File: config.mk
export PLATFORM = sky130hd
export DESIGN_NAME = ocs_serial_ctrl
export DESIGN_NICKNAME = d
export VERILOG_FILES = /design/src/inc/ocs_pkg.sv /design/src/logic/ocs_serial_ctrl.sv
export VERILOG_INCLUDE_DIRS = /design/src /design/src/inc
export SDC_FILE = /design/constraint.sdc
export NUM_CORES = 1
export LEC_CHECK = 0
export BUFFER_PORTS_ARGS = -buffer_cell sky130_fd_sc_hd__buf_2
export CAP_MARGIN = 10
export CORE_ASPECT_RATIO = 1.25
export CORE_UTILIZATION = 45
export DETAILED_ROUTE_END_ITERATION = 10
export PLACE_DENSITY = 0.61
export SYNTH_ARGS = -nofsm -noshare
export SYNTH_HDL_FRONTEND = slang
export SYNTH_SLANG_ARGS = --single-unit
File: constraint.sdc
create_clock -name i_clk -period 2.86 [get_ports i_clk]
set_clock_uncertainty 0.05 [all_clocks]
set_input_delay 0.572 -clock i_clk [delete_from_list [all_inputs] [get_ports i_clk]]
set_output_delay 0.572 -clock i_clk [all_outputs]
set_load 0.01 [all_outputs]
File: src/inc/ocs_cfg.svh
// constants for the octal switch serial control port
`ifndef OCS_CFG_SVH
`define OCS_CFG_SVH
`define OCS_CH 8
`define OCS_FRAME_BITS 16
`define OCS_BCNT_W 5
`define OCS_LAT_W 8
`define OCS_OUT5_BIT 4
`define OCS_OUT6_BIT 5
`define OCS_CLK_PERIOD_NS 8
`define OCS_TURN_ON_LATENCY_NS 1000
`define OCS_TURN_OFF_LATENCY_NS 1000
`define OCS_FAULT_QUALIFY_TIME_US 100
`define OCS_TURN_ON_CYC ((`OCS_TURN_ON_LATENCY_NS + \
	`OCS_CLK_PERIOD_NS - 1) / `OCS_CLK_PERIOD_NS)
`define OCS_TURN_OFF_CYC ((`OCS_TURN_OFF_LATENCY_NS + \
	`OCS_CLK_PERIOD_NS - 1) / `OCS_CLK_PERIOD_NS)
`define OCS_FAULT_CYC ((`OCS_FAULT_QUALIFY_TIME_US * 1000 + \
	`OCS_CLK_PERIOD_NS - 1) / `OCS_CLK_PERIOD_NS)
`endif

File: src/inc/ocs_pkg.sv
// types shared by the octal switch serial control port
package ocs_pkg;
`include "ocs_cfg.svh"
	typedef struct packed
	{
		logic [`OCS_CH-1:0] olc;
		logic [`OCS_CH-1:0] on;
	} ocs_cmd_t;
	typedef struct packed
	{
		logic cs_n;
		logic sclk;
		logic din;
		logic en;
		logic d5;
		logic d6;
		logic [`OCS_CH-1:0] fault;
	} ocs_pin_t;
	typedef enum logic [0:0] {OCS_IDLE, OCS_WAIT} ocs_state_t;
endpackage

File: src/logic/ocs_serial_ctrl.sv
// serial control and fault report logic of an eight channel switch
`timescale 1ns/10ps
`include "ocs_cfg.svh"
module ocs_serial_ctrl
#(
	parameter int DEPTH = 2,
	parameter int FAULT_CYC = `OCS_FAULT_CYC
)
(
	input wire logic i_clk,
	input wire logic i_rst,
	input wire logic i_chip_sel_n,
	input wire logic i_serial_clk,
	input wire logic i_serial_cmd_in,
	input wire logic i_enable,
	input wire logic i_direct_drive_five,
	input wire logic i_direct_drive_six,
	input wire logic [`OCS_CH-1:0] i_fault_cond,
	output logic o_serial_out,
	output logic o_serial_out_oe,
	output logic [`OCS_CH-1:0] o_drive,
	output logic [`OCS_CH-1:0] o_olc_en,
	output logic o_sleep,
	output logic o_cmd_ready
);
	import ocs_pkg::*;
	localparam int PW = (DEPTH > 1) ? $clog2(DEPTH) : 1;
	localparam int FW = $clog2(FAULT_CYC + 1);

	function automatic logic [PW-1:0] next_ptr(input logic [PW-1:0] p);
		next_ptr = (p == PW'(DEPTH - 1)) ? '0 : p + 1'b1;
	endfunction

	// synchronisers reset to idle pin levels; s1_q is read by s2_q only
	ocs_pin_t s1_q, s2_q;
	logic prev_cs_q, prev_sclk_q;
	always_ff @(posedge i_clk)
	begin
		if (i_rst)
		begin
			s1_q <= '{cs_n: 1'b1, default: '0};
			s2_q <= '{cs_n: 1'b1, default: '0};
			prev_cs_q <= 1'b1;
			prev_sclk_q <= 1'b0;
		end
		else
		begin
			s1_q <= '{i_chip_sel_n, i_serial_clk, i_serial_cmd_in, i_enable,
				i_direct_drive_five, i_direct_drive_six, i_fault_cond};
			s2_q <= s1_q;
			prev_cs_q <= s2_q.cs_n;
			prev_sclk_q <= s2_q.sclk;
		end
	end

	logic en, cs_lo, cs_rise, cs_fall, sclk_rise, sclk_fall;
	assign en = s2_q.en;
	assign cs_lo = !s2_q.cs_n;
	assign cs_rise = s2_q.cs_n && !prev_cs_q;
	assign cs_fall = !s2_q.cs_n && prev_cs_q;
	assign sclk_rise = s2_q.sclk && !prev_sclk_q;
	assign sclk_fall = !s2_q.sclk && prev_sclk_q;
	// serial shifter and status return
	logic [`OCS_FRAME_BITS-1:0] sh_q, sh_d;
	logic [`OCS_FRAME_BITS-1:0] osh_q, osh_d;
	logic [`OCS_BCNT_W-1:0] bcnt_q, bcnt_d;
	logic sdo_q, sdo_d;
	logic oe_q, oe_d;
	logic [`OCS_CH-1:0] status_q, status_d;
	always_comb
	begin
		sh_d = sh_q;
		osh_d = osh_q;
		bcnt_d = bcnt_q;
		sdo_d = sdo_q;
		oe_d = 1'b0;
		if (!en)
		begin
			sh_d = '0;
			osh_d = '0;
			bcnt_d = '0;
			sdo_d = 1'b0;
		end
		else
		begin
			oe_d = cs_lo;
			if (cs_fall)
			begin
				bcnt_d = '0;
				osh_d = {{`OCS_CH{1'b0}}, status_q};
				sdo_d = 1'b0;
			end
			else if (cs_lo)
			begin
				if (sclk_fall)
				begin
					sh_d = {sh_q[`OCS_FRAME_BITS-2:0], s2_q.din};
					if (bcnt_q != '1)
						bcnt_d = bcnt_q + 1'b1;
				end
				if (sclk_rise)
				begin
					sdo_d = osh_q[`OCS_FRAME_BITS-1];
					osh_d = {osh_q[`OCS_FRAME_BITS-2:0], 1'b0};
				end
			end
		end
	end
	always_ff @(posedge i_clk)
	begin
		if (i_rst)
		begin
			sh_q <= '0;
			osh_q <= '0;
			bcnt_q <= '0;
			sdo_q <= 1'b0;
			oe_q <= 1'b0;
		end
		else
		begin
			sh_q <= sh_d;
			osh_q <= osh_d;
			bcnt_q <= bcnt_d;
			sdo_q <= sdo_d;
			oe_q <= oe_d;
		end
	end
	assign o_serial_out = sdo_q;
	assign o_serial_out_oe = oe_q;

	// a short or long frame is dropped rather than applied half-filled
	logic push, push_ok;
	assign push = en && cs_rise &&
		bcnt_q == `OCS_BCNT_W'(`OCS_FRAME_BITS);
	// command buffer and apply stage
	ocs_cmd_t mem_q [DEPTH];
	ocs_cmd_t mem_d [DEPTH];
	logic [PW-1:0] wp_q, wp_d, rp_q, rp_d;
	logic [PW:0] cnt_q, cnt_d;
	logic rdy_q, rdy_d;
	ocs_state_t st_q, st_d;
	logic [`OCS_LAT_W-1:0] tmr_q, tmr_d;
	ocs_cmd_t pend_q, pend_d;
	ocs_cmd_t cmd_q, cmd_d;
	logic pop;
	assign push_ok = push && cnt_q != (PW+1)'(DEPTH);
	assign pop = st_q == OCS_IDLE && cnt_q != '0;
	always_comb
	begin
		mem_d = mem_q;
		wp_d = wp_q;
		rp_d = rp_q;
		cnt_d = cnt_q;
		st_d = st_q;
		tmr_d = tmr_q;
		pend_d = pend_q;
		cmd_d = cmd_q;
		if (push_ok)
		begin
			mem_d[wp_q] = '{olc: sh_q[`OCS_FRAME_BITS-1:`OCS_CH],
				on: sh_q[`OCS_CH-1:0]};
			wp_d = next_ptr(wp_q);
		end
		if (pop)
		begin
			pend_d = mem_q[rp_q];
			rp_d = next_ptr(rp_q);
			st_d = OCS_WAIT;
			// a channel dropping out takes the turn-off latency
			if (|(cmd_q.on & ~mem_q[rp_q].on))
				tmr_d = `OCS_LAT_W'(`OCS_TURN_OFF_CYC - 1);
			else
				tmr_d = `OCS_LAT_W'(`OCS_TURN_ON_CYC - 1);
		end
		else if (st_q == OCS_WAIT)
		begin
			if (tmr_q == '0)
			begin
				cmd_d = pend_q;
				st_d = OCS_IDLE;
			end
			else
				tmr_d = tmr_q - 1'b1;
		end
		cnt_d = cnt_q + (PW+1)'(push_ok) - (PW+1)'(pop);
		if (!en)
		begin
			wp_d = '0;
			rp_d = '0;
			cnt_d = '0;
			st_d = OCS_IDLE;
			tmr_d = '0;
			cmd_d = '0;
		end
		rdy_d = cnt_d != (PW+1)'(DEPTH);
	end
	always_ff @(posedge i_clk)
	begin
		if (i_rst)
		begin
			for (int k = 0; k < DEPTH; k++)
				mem_q[k] <= '0;
			wp_q <= '0;
			rp_q <= '0;
			cnt_q <= '0;
			rdy_q <= 1'b0;
			st_q <= OCS_IDLE;
			tmr_q <= '0;
			pend_q <= '0;
			cmd_q <= '0;
		end
		else
		begin
			mem_q <= mem_d;
			wp_q <= wp_d;
			rp_q <= rp_d;
			cnt_q <= cnt_d;
			rdy_q <= rdy_d;
			st_q <= st_d;
			tmr_q <= tmr_d;
			pend_q <= pend_d;
			cmd_q <= cmd_d;
		end
	end
	assign o_cmd_ready = rdy_q;
	// fault qualification, one counter per channel
	logic [`OCS_CH-1:0] qual;
	genvar g;
	generate
		for (g = 0; g < `OCS_CH; g++)
		begin : g_flt
			logic [FW-1:0] fc_q, fc_d;
			assign qual[g] = fc_q == FW'(FAULT_CYC);
			always_comb
			begin
				fc_d = fc_q;
				if (!en || !s2_q.fault[g])
					fc_d = '0;
				else if (!qual[g])
					fc_d = fc_q + 1'b1;
			end
			always_ff @(posedge i_clk)
			begin
				if (i_rst)
					fc_q <= '0;
				else
					fc_q <= fc_d;
			end
		end
	endgenerate

	// output drive
	logic [`OCS_CH-1:0] drv_q, drv_d, olc_q, olc_d, dir;
	logic slp_q, slp_d;
	always_comb
	begin
		dir = '0;
		dir[`OCS_OUT5_BIT] = s2_q.d5;
		dir[`OCS_OUT6_BIT] = s2_q.d6;
		drv_d = en ? (cmd_q.on | dir) : '0;
		olc_d = en ? cmd_q.olc : '0;
		slp_d = !en;
		// an off output with no test current cannot see a fault
		status_d = qual & (drv_q | olc_q);
	end
	always_ff @(posedge i_clk)
	begin
		if (i_rst)
		begin
			drv_q <= '0;
			olc_q <= '0;
			slp_q <= 1'b1;
			status_q <= '0;
		end
		else
		begin
			drv_q <= drv_d;
			olc_q <= olc_d;
			slp_q <= slp_d;
			status_q <= status_d;
		end
	end
	assign o_drive = drv_q;
	assign o_olc_en = olc_q;
	assign o_sleep = slp_q;

	AST_DO_FLOAT: assert property (@(posedge i_clk) disable iff (i_rst)
		s2_q.cs_n |=> !o_serial_out_oe)
		else $error("serial out driven while deselected");
	AST_DO_DRIVE: assert property (@(posedge i_clk) disable iff (i_rst)
		(en && cs_lo) |=> o_serial_out_oe)
		else $error("serial out not driven while selected");
	AST_SHIFT_IN: assert property (@(posedge i_clk) disable iff (i_rst)
		(en && cs_lo && !cs_fall && sclk_fall) |=> sh_q[0] == $past(s2_q.din))
		else $error("input bit not shifted on falling clock");
	AST_DO_ADV: assert property (@(posedge i_clk) disable iff (i_rst)
		(en && cs_lo && !cs_fall && sclk_rise)
		|=> o_serial_out == $past(osh_q[`OCS_FRAME_BITS-1]))
		else $error("serial out not advanced on rising clock");
	AST_PUSH_EDGE: assert property (@(posedge i_clk) disable iff (i_rst)
		push_ok |-> (cs_rise && bcnt_q == `OCS_BCNT_W'(`OCS_FRAME_BITS))
		##1 mem_q[$past(wp_q)] == $past(sh_q))
		else $error("command taken outside a full frame end");
	AST_APPLY_MIN: assert property (@(posedge i_clk) disable iff (i_rst)
		(en && $rose(st_q == OCS_WAIT)) |-> (en && st_q == OCS_WAIT)[*8]
		or ##[1:8] !en)
		else $error("command applied too early");
	AST_APPLY_MAX: assert property (@(posedge i_clk) disable iff (i_rst)
		$rose(st_q == OCS_WAIT) |-> ##[1:200] st_q == OCS_IDLE)
		else $error("command not applied in time");
	AST_APPLY_VAL: assert property (@(posedge i_clk) disable iff (i_rst)
		(en && st_q == OCS_WAIT && tmr_q == '0) ##1 en
		|-> ##1 o_drive[`OCS_CH-1:`OCS_OUT6_BIT+1] ==
		$past(pend_q.on[`OCS_CH-1:`OCS_OUT6_BIT+1], 2))
		else $error("drive does not follow applied command");
	AST_FAULT_QUAL: assert property (@(posedge i_clk) disable iff (i_rst)
		$rose(qual[`OCS_CH-1]) |-> $past(s2_q.fault[`OCS_CH-1]) &&
		$past(g_flt[`OCS_CH-1].fc_q) == FW'(FAULT_CYC - 1))
		else $error("fault qualified at wrong time");
	AST_STATUS_LOAD: assert property (@(posedge i_clk) disable iff (i_rst)
		(en && cs_fall) |=> osh_q == {{`OCS_CH{1'b0}}, $past(status_q)})
		else $error("status frame not loaded at select");
	AST_SLEEP: assert property (@(posedge i_clk) disable iff (i_rst)
		!en |=> o_drive == '0 && o_olc_en == '0 && o_sleep)
		else $error("outputs active while disabled");
	AST_WAKE_CLEAR: assert property (@(posedge i_clk) disable iff (i_rst)
		$rose(en) |-> cmd_q == '0 && cnt_q == '0)
		else $error("command latch not cleared on wake");
	AST_DIRECT: assert property (@(posedge i_clk) disable iff (i_rst)
		en |=> o_drive[`OCS_OUT5_BIT] ==
		($past(cmd_q.on[`OCS_OUT5_BIT]) | $past(s2_q.d5)))
		else $error("output five ignores direct drive");
	CV_FRAME: cover property (@(posedge i_clk) disable iff (i_rst) push_ok);
	CV_FULL: cover property (@(posedge i_clk) disable iff (i_rst)
		cnt_q == (PW+1)'(DEPTH));
	CV_FAULT: cover property (@(posedge i_clk) disable iff (i_rst)
		|status_q);
	CV_APPLY: cover property (@(posedge i_clk) disable iff (i_rst)
		st_q == OCS_WAIT ##1 st_q == OCS_IDLE);
endmodule

==> flow_summary.ini, run 1 <==
[run_status]
status = finished clean

[power_and_ir_drop]
internal-power_mw = 6.54
comb_power_share_pct = 1.0
power.share.sequential_pct = 48.6
power_mw = 8.21
ir_worst_vdd_v = 0.000419
p_per_area_nw_per_um2 = 632
pwr-share-clk_pct = 50.4
power.switching_mw = 1.66
p_sw_share_pct = 20.2
leakage_nw = 4.24

[floorplan]
chipHeight_um = 180
coreArea_um2 = 24700
initial_core_util_pct = 46.2
fp.dieArea_um2 = 26000
rows = 64
io_pins = 36
die_w_um = 144

[clock_tree]
post-cts-setup-buffers = 0
htree_levels = 1
numCtsBuffers = 30
clk_pin_slew_ns = 0.06
cts.path.max_buffers = 3
cts_resized = 0
cts_sinks = 284
clkLatencyLatePin_ns = 0.55
cts_hold_buf = 0
cts-root-buf = clkbuf_16
cts_tree = built

[synthesis]
yosys_warnings = 0
synth_nets = 1285
synth_cell_type_count = 51
seq_area_frac_synth_pct = 49.9
synth_area_um2 = 11400
ys_top_cells_by_count = dfxtp_1, nor2_1, nand2_1
post_synth_inst_count = 1247
synthFlopType = dfxtp_1
syn_area_per_cell_um2 = 9.13
synth-edff-count = 0
synthTopCellsByArea = dfxtp_1, mux2i_1, nor2_1
ys_ff_latch = 284
yosysMostFrequentCell = dfxtp_1
synth_top_cell_by_area = dfxtp_1
synthArstFlopShare_pct = 0
synth_top_area_share_pct = 49.9

[sta]
max_freq_mhz = 450
setup_viol = 0
slew_headroom_pct = 36.3
max_slew.worst_pin.slew_ns = 0.956
tns_ns = 0
rsz0062_at_grt = false
period_share_pct = 77.7
drv_slew = 0
min_period_ns = 2.22
hold_viol = 0

[placed_design]
io_buffers = 35
gp_congestion = 0.801
dp_hpwl_mm = 14.5
placed_cell_area_um2 = 11900

[layout]
stdcell_area_um2 = 13000
regArea_um2 = 5690
diodes = 0
fillers = 2371
multiInputGateArea_um2 = 5310
nets = 1315
drive_gt1_share_pct = 9.61
area_growth_pct = 14.0

[setup_path]
critPathKind = flop to flop
cp_slowest_cell = dfxtp_1
crit_fanout = 15
critPathRequiredTime_ns = 3.21
rrSetupSlack_ns = 0.64
startpoint_type = flop
crit_chain = nand4_1 -> nor3_1 -> ha_1 -> xor2_1 -> xnor2_1 -> nor3_1 -> nor2_1
max_stage_delay_ns = 0.63
cp.arrival_ns = 2.57
path_buf_inv = 0
crit_top_cell = nor3_1
end_kind = flop
critPathTopFamily = simple AND/OR/NAND/NOR gates

[detailed_routing]
viasPerCell = 5.14
drtPass1Iterations = 5
ant_nets = 0
drtIter0Drc = 425
routed-via-count = 8377
wire_per_inst_um = 13.4
drc_errors = 0
drt-total-wl_mm = 21.8

[grt]
track_usage_pct = 17.3
grt_max_degree = 88
antenna_found_initial = 0
grt_overflow = 0
grt_pass1_vias = 7876
grt_pass1_wl_mm = 37.6

[flow_run]
drv_cap = 0

[worst_hold_path]
min_path_type = input port to flop
cell usage in the layout (no fill, tap or decap), types with 4 or more instances in the layout:
cell type and n:
a211oi_1 16, a21oi_1 65, a31o_2 6, a31oi_1 8, and2_1 23, and3_1 4, and3b_1 6, buf_2 34
buf_4 11, bufinv_16 5, clkbuf_16 30, clkbuf_8 6, clkinv_2 6, clkinvlp_4 4, dfxtp_1 284, ha_1 22
inv_1 57, mux2i_1 74, nand2_1 90, nand3_1 55, nand4_1 29, nor2_1 176, nor2b_1 28, nor3_1 52
nor4_1 14, nor4b_1 6, nor4bb_1 5, o21ai_0 30, o221a_2 6, or2_2 5, or3_1 22, or4b_1 4
xnor2_1 62, xor2_1 14
state kept, by name (all words and copies together), names as in the netlist, 5 cells and up:
| signal | cells |
|---|---|
| cmd_q | 16 |
| s2_q | 11 |
| mem_q | 32 |
| tmr_q | 8 |
| bcnt_q | 5 |
| s1_q | 14 |
| osh_q | 16 |
| o_olc_en | 8 |
| g_flt.fc_q | 112 |
| sh_q | 16 |
| pend_q | 16 |
| o_drive | 8 |
| status_q | 8 |
power groups by stage:
stage	clock network (mW)	registers [mW]	logic [mW]
finish	4.14	3.99	0.0792
global route	4.43	3.99	0.0887
CTS	4.26	3.99	0.0814
detailed placement	0	4.08	0.0809
global placement	0	4.08	0.0802
floorplan	0	4.07	0.0535
final cells by class:
type	count	area share, %
Multi-Input combinational cell	858	40.9
Clock buffer	39	6.51
Timing Repair Buffer	46	2.10
Sequential cell	284	43.8
Tap cell	330	3.18
Clock inverter	17	1.83
Inverter	57	1.65
routing by layer:
metal | track usage, % | up-vias | part of all wire, %
met5 | 0 | - | 0
met4 | 4.13 | 0 | 1.5
li1 | - | 4349 | -
met1 | 22.8 | 3906 | 48
met2 | 29.4 | 92 | 48
met3 | 2.69 | 30 | 3.3
worst register-to-register path: cells and delay by family, from the launching register on:
| family | cells | cell delay [ns] |
|---|---|---|
| DFF | 1 | 0.63 |
| xor gates and xnor gates | 2 | 0.29 |
| and+or+nand+nor | 4 | 0.88 |
| adders and majority gates | 1 | 0.22 |
logic make-up after synthesis:
group	synth area share [%]
buf+inv	3.57
fa+ha+maj	2.42
simple gates	24.2
compound gates	7.53
mux	6.50
xor+xnor	5.84
flops	49.9
path summary, 6_finish.rpt:
| kind | from | end | cells after the start |
|---|---|---|---|
| min reg2reg | s1_q[13] | s2_q[13] | 1 |
| max | s2_q[13] | o_cmd_ready | 7 |
| max reg2reg | s2_q[13] | o_cmd_ready | 7 |
| min | i_chip_sel_n | s1_q[13] | 2 |
stage by stage:
| stage | hold slack (ns) | cells | setup slack [ns] | utilization [%] |
|---|---|---|---|---|
| floorplan | 0.339 | 1247 | 0.755 | - |
| global placement | 0.363 | 1575 | 0.577 | 48.2 |
| detailed placement | 0.361 | 1575 | 0.559 | 48.2 |
| CTS | 0.146 | 1631 | 0.632 | 52.6 |
| global route | 0.137 | 1631 | 0.394 | 52.6 |
| finish | 0.164 | 1631 | 0.639 | 52.6 |
No activity file was read; power rests on OpenSTA's default activity.
==> run 2: changes to the inputs <==
--- a/config.mk
+++ b/config.mk
@@ -6,6 +6,7 @@
 export SDC_FILE = /design/constraint.sdc
 export NUM_CORES = 1
 export LEC_CHECK = 0
+export ABC_AREA = 1
 export BUFFER_PORTS_ARGS = -buffer_cell sky130_fd_sc_hd__buf_2
 export CAP_MARGIN = 10
 export CORE_ASPECT_RATIO = 1.25
==> constraint.sdc (replaced) <==
create_clock -name i_clk -period 2.1 [get_ports i_clk]
set_clock_uncertainty 0.05 [all_clocks]
set_input_delay 0.42 -clock i_clk [delete_from_list [all_inputs] [get_ports i_clk]]
set_output_delay 0.42 -clock i_clk [all_outputs]
set_load 0.01 [all_outputs]
==> flow_summary.ini, run 2 <==
[sta]
drv_slew = 0
hold_viol = 0
setup_viol = 0
max_freq_mhz = 537
rsz0062_at_grt = false
tns_ns = 0
min_period_ns = 1.86
max_slew.worst_pin.slew_ns = 0.633
slew_headroom_pct = 57.8
period_share_pct = 88.7

[clock_tree]
cts_tree = built
cts-root-buf = clkbuf_16
htree_levels = 1
clk_pin_slew_ns = 0.06
cts.path.max_buffers = 3
clkLatencyLatePin_ns = 0.56
post-cts-setup-buffers = 0
numCtsBuffers = 30
cts_sinks = 284

[synthesis]
synthTopCellsByArea = dfxtp_1, nand2_1, nor2_1
post_synth_inst_count = 1673
synth_cell_type_count = 36
yosysMostFrequentCell = nand2_1
synthFlopType = dfxtp_1
ys_top_cells_by_count = nand2_1, dfxtp_1, nor2_1
synth-edff-count = 0
ys_ff_latch = 284
synthArstFlopShare_pct = 0
synth_top_area_share_pct = 47.3
synth_area_um2 = 12000
synth_top_cell_by_area = dfxtp_1
syn_area_per_cell_um2 = 7.18
yosys_warnings = 0
synth_nets = 1711
seq_area_frac_synth_pct = 47.3

[layout]
stdcell_area_um2 = 13600
final_common_cell = nand2_1
most-common-layout-cells = nand2_1, dfxtp_1, nor2_1
largest_register_ffs = 112
largest_registers = g_flt.fc_q: 112 flops, mem_q: 32 flops
drive_gt1_share_pct = 8.34
area_growth_pct = 13.4
nets = 1752
diodes = 0
max_flop_register = g_flt.fc_q

[detailed_routing]
drt-total-wl_mm = 25.4
ant_nets = 0
drtIter0Drc = 438
viasPerCell = 4.88
routed-via-count = 10100
drc_errors = 0
wire_per_inst_um = 12.2
drtPass1Iterations = 5

[setup_path]
critPathKind = flop to flop
cp.arrival_ns = 2.31
crit_fanout = 4
end_kind = flop
critPathRequiredTime_ns = 2.55
startpoint_type = flop

[grt]
grt_pass1_wl_mm = 43.5
grt_max_degree = 59
grt_pass1_vias = 9416
track_usage_pct = 19.0
antenna_found_initial = 0
grt_overflow = 0

[floorplan]
die_w_um = 148
io_pins = 36
coreArea_um2 = 26100
fp.dieArea_um2 = 27400
initial_core_util_pct = 46.0
rows = 66
chipHeight_um = 185

[power_and_ir_drop]
p_per_area_nw_per_um2 = 808
ir_worst_vdd_v = 0.000700
power_mw = 11.0
leakage_nw = 5.24

[placed_design]
io_buffers = 35
dp_hpwl_mm = 17.0
gp_congestion = 0.819
placed_cell_area_um2 = 12500

[flow_run]
drv_cap = 0

[worst_hold_path]
min_path_type = input port to flop

[run_status]
status = finished clean
-- run 2: cell types whose count changed after synthesis, moves of 18 or more --
cell	change
and2_1	-23
mux2i_1	-74
o21ai_1	+45
nor2b_1	-29
buf_2	+19
or3_1	-22
clkbuf_1	-18
xnor2_1	-55
nand3_1	+49
nand2_1	+248
nor2_1	+80
inv_2	+21
inv_1	+158
a21oi_1	+60
-- run 2: what timing repair did --
action                     in CTS  in global routing
setup endpoints to repair       0                  1
hold buffers                    5                  0
gates resized for setup         0                  1
hold endpoints to repair        5                  0
-- run 2: stage by stage --
| stage | util, % | instances | setup slack, ns | hold slack [ns] |
|---|---|---|---|---|
| 6_report | 52.2 | 2078 | 0.238 | 0.0211 |
| 5_1_grt | 52.2 | 2078 | 0.0572 | 0.0149 |
| 4_1_cts | 52.2 | 2078 | 0.206 | 0.00120 |
| 3_5_place_dp | 48.1 | 2017 | 0.122 | 0.342 |
| 3_3_place_gp | 48.1 | 2017 | 0.141 | 0.339 |
| 2_1_floorplan | - | 1673 | 0.0188 | 0.338 |
-- run 2: cell families after synthesis --
logic type | Yosys count | synth area share [%]
AOI/OAI and AO/OA | 246 | 10.7
xor gates and xnor gates | 21 | 1.53
adders and majority gates | 22 | 2.29
buffers and inverters | 284 | 9.17
DFF | 284 | 47.3
and+or+nand+nor | 816 | 29.0
-- run 2: worst max-delay path, cell delays in order (launching register included) --
cell	delay, ns
dfxtp_1	0.37
inv_1	0.08
ha_1	0.20
nand3_1	0.09
nor3_2	0.05
nand2_1	0.07
inv_1	0.05
ha_1	0.20
xnor2_1	0.14
or2_2	0.28
nand3_1	0.09
o21ai_1	0.06
inv_1	0.08
-- run 2: layout make-up --
class,count,area (µm²)
timing repair buffer,54,355
multi-input combinational,1105,5230
fill,2624,12500
tap,340,425
clock buffer,38,821
clock inverter,18,216
inverter,239,897
sequential,284,5690
-- run 2: metal layers --
| metal | track usage (%) | part of all wire (%) | vias to the layer above |
|---|---|---|---|
| li1 | - | - | 5426 |
| met1 | 23.9 | 47 | 4555 |
| met2 | 34.2 | 48 | 112 |
| met3 | 2.00 | 2.8 | 38 |
| met4 | 5.11 | 1.9 | 0 |
| met5 | 0 | 0 | - |
-- run 2: worst paths after layout --
path | from | to | slack [ns] | cells past startpoint
setup / recovery | bcnt_q[0] | o_cmd_ready | 0.24 | 12
hold / removal | i_serial_clk | s1_q[12] | 0.02 | 3
setup reg to reg | bcnt_q[0] | o_cmd_ready | 0.24 | 12
hold reg to reg | s1_q[6] | s2_q[6] | 0.35 | 2
-- run 2: power by group --
part,switching [mW],internal (mW),total [mW]
logic,0.0858,0.0425,0.128
clock network,2.20,3.26,5.46
registers,0.0110,5.42,5.43
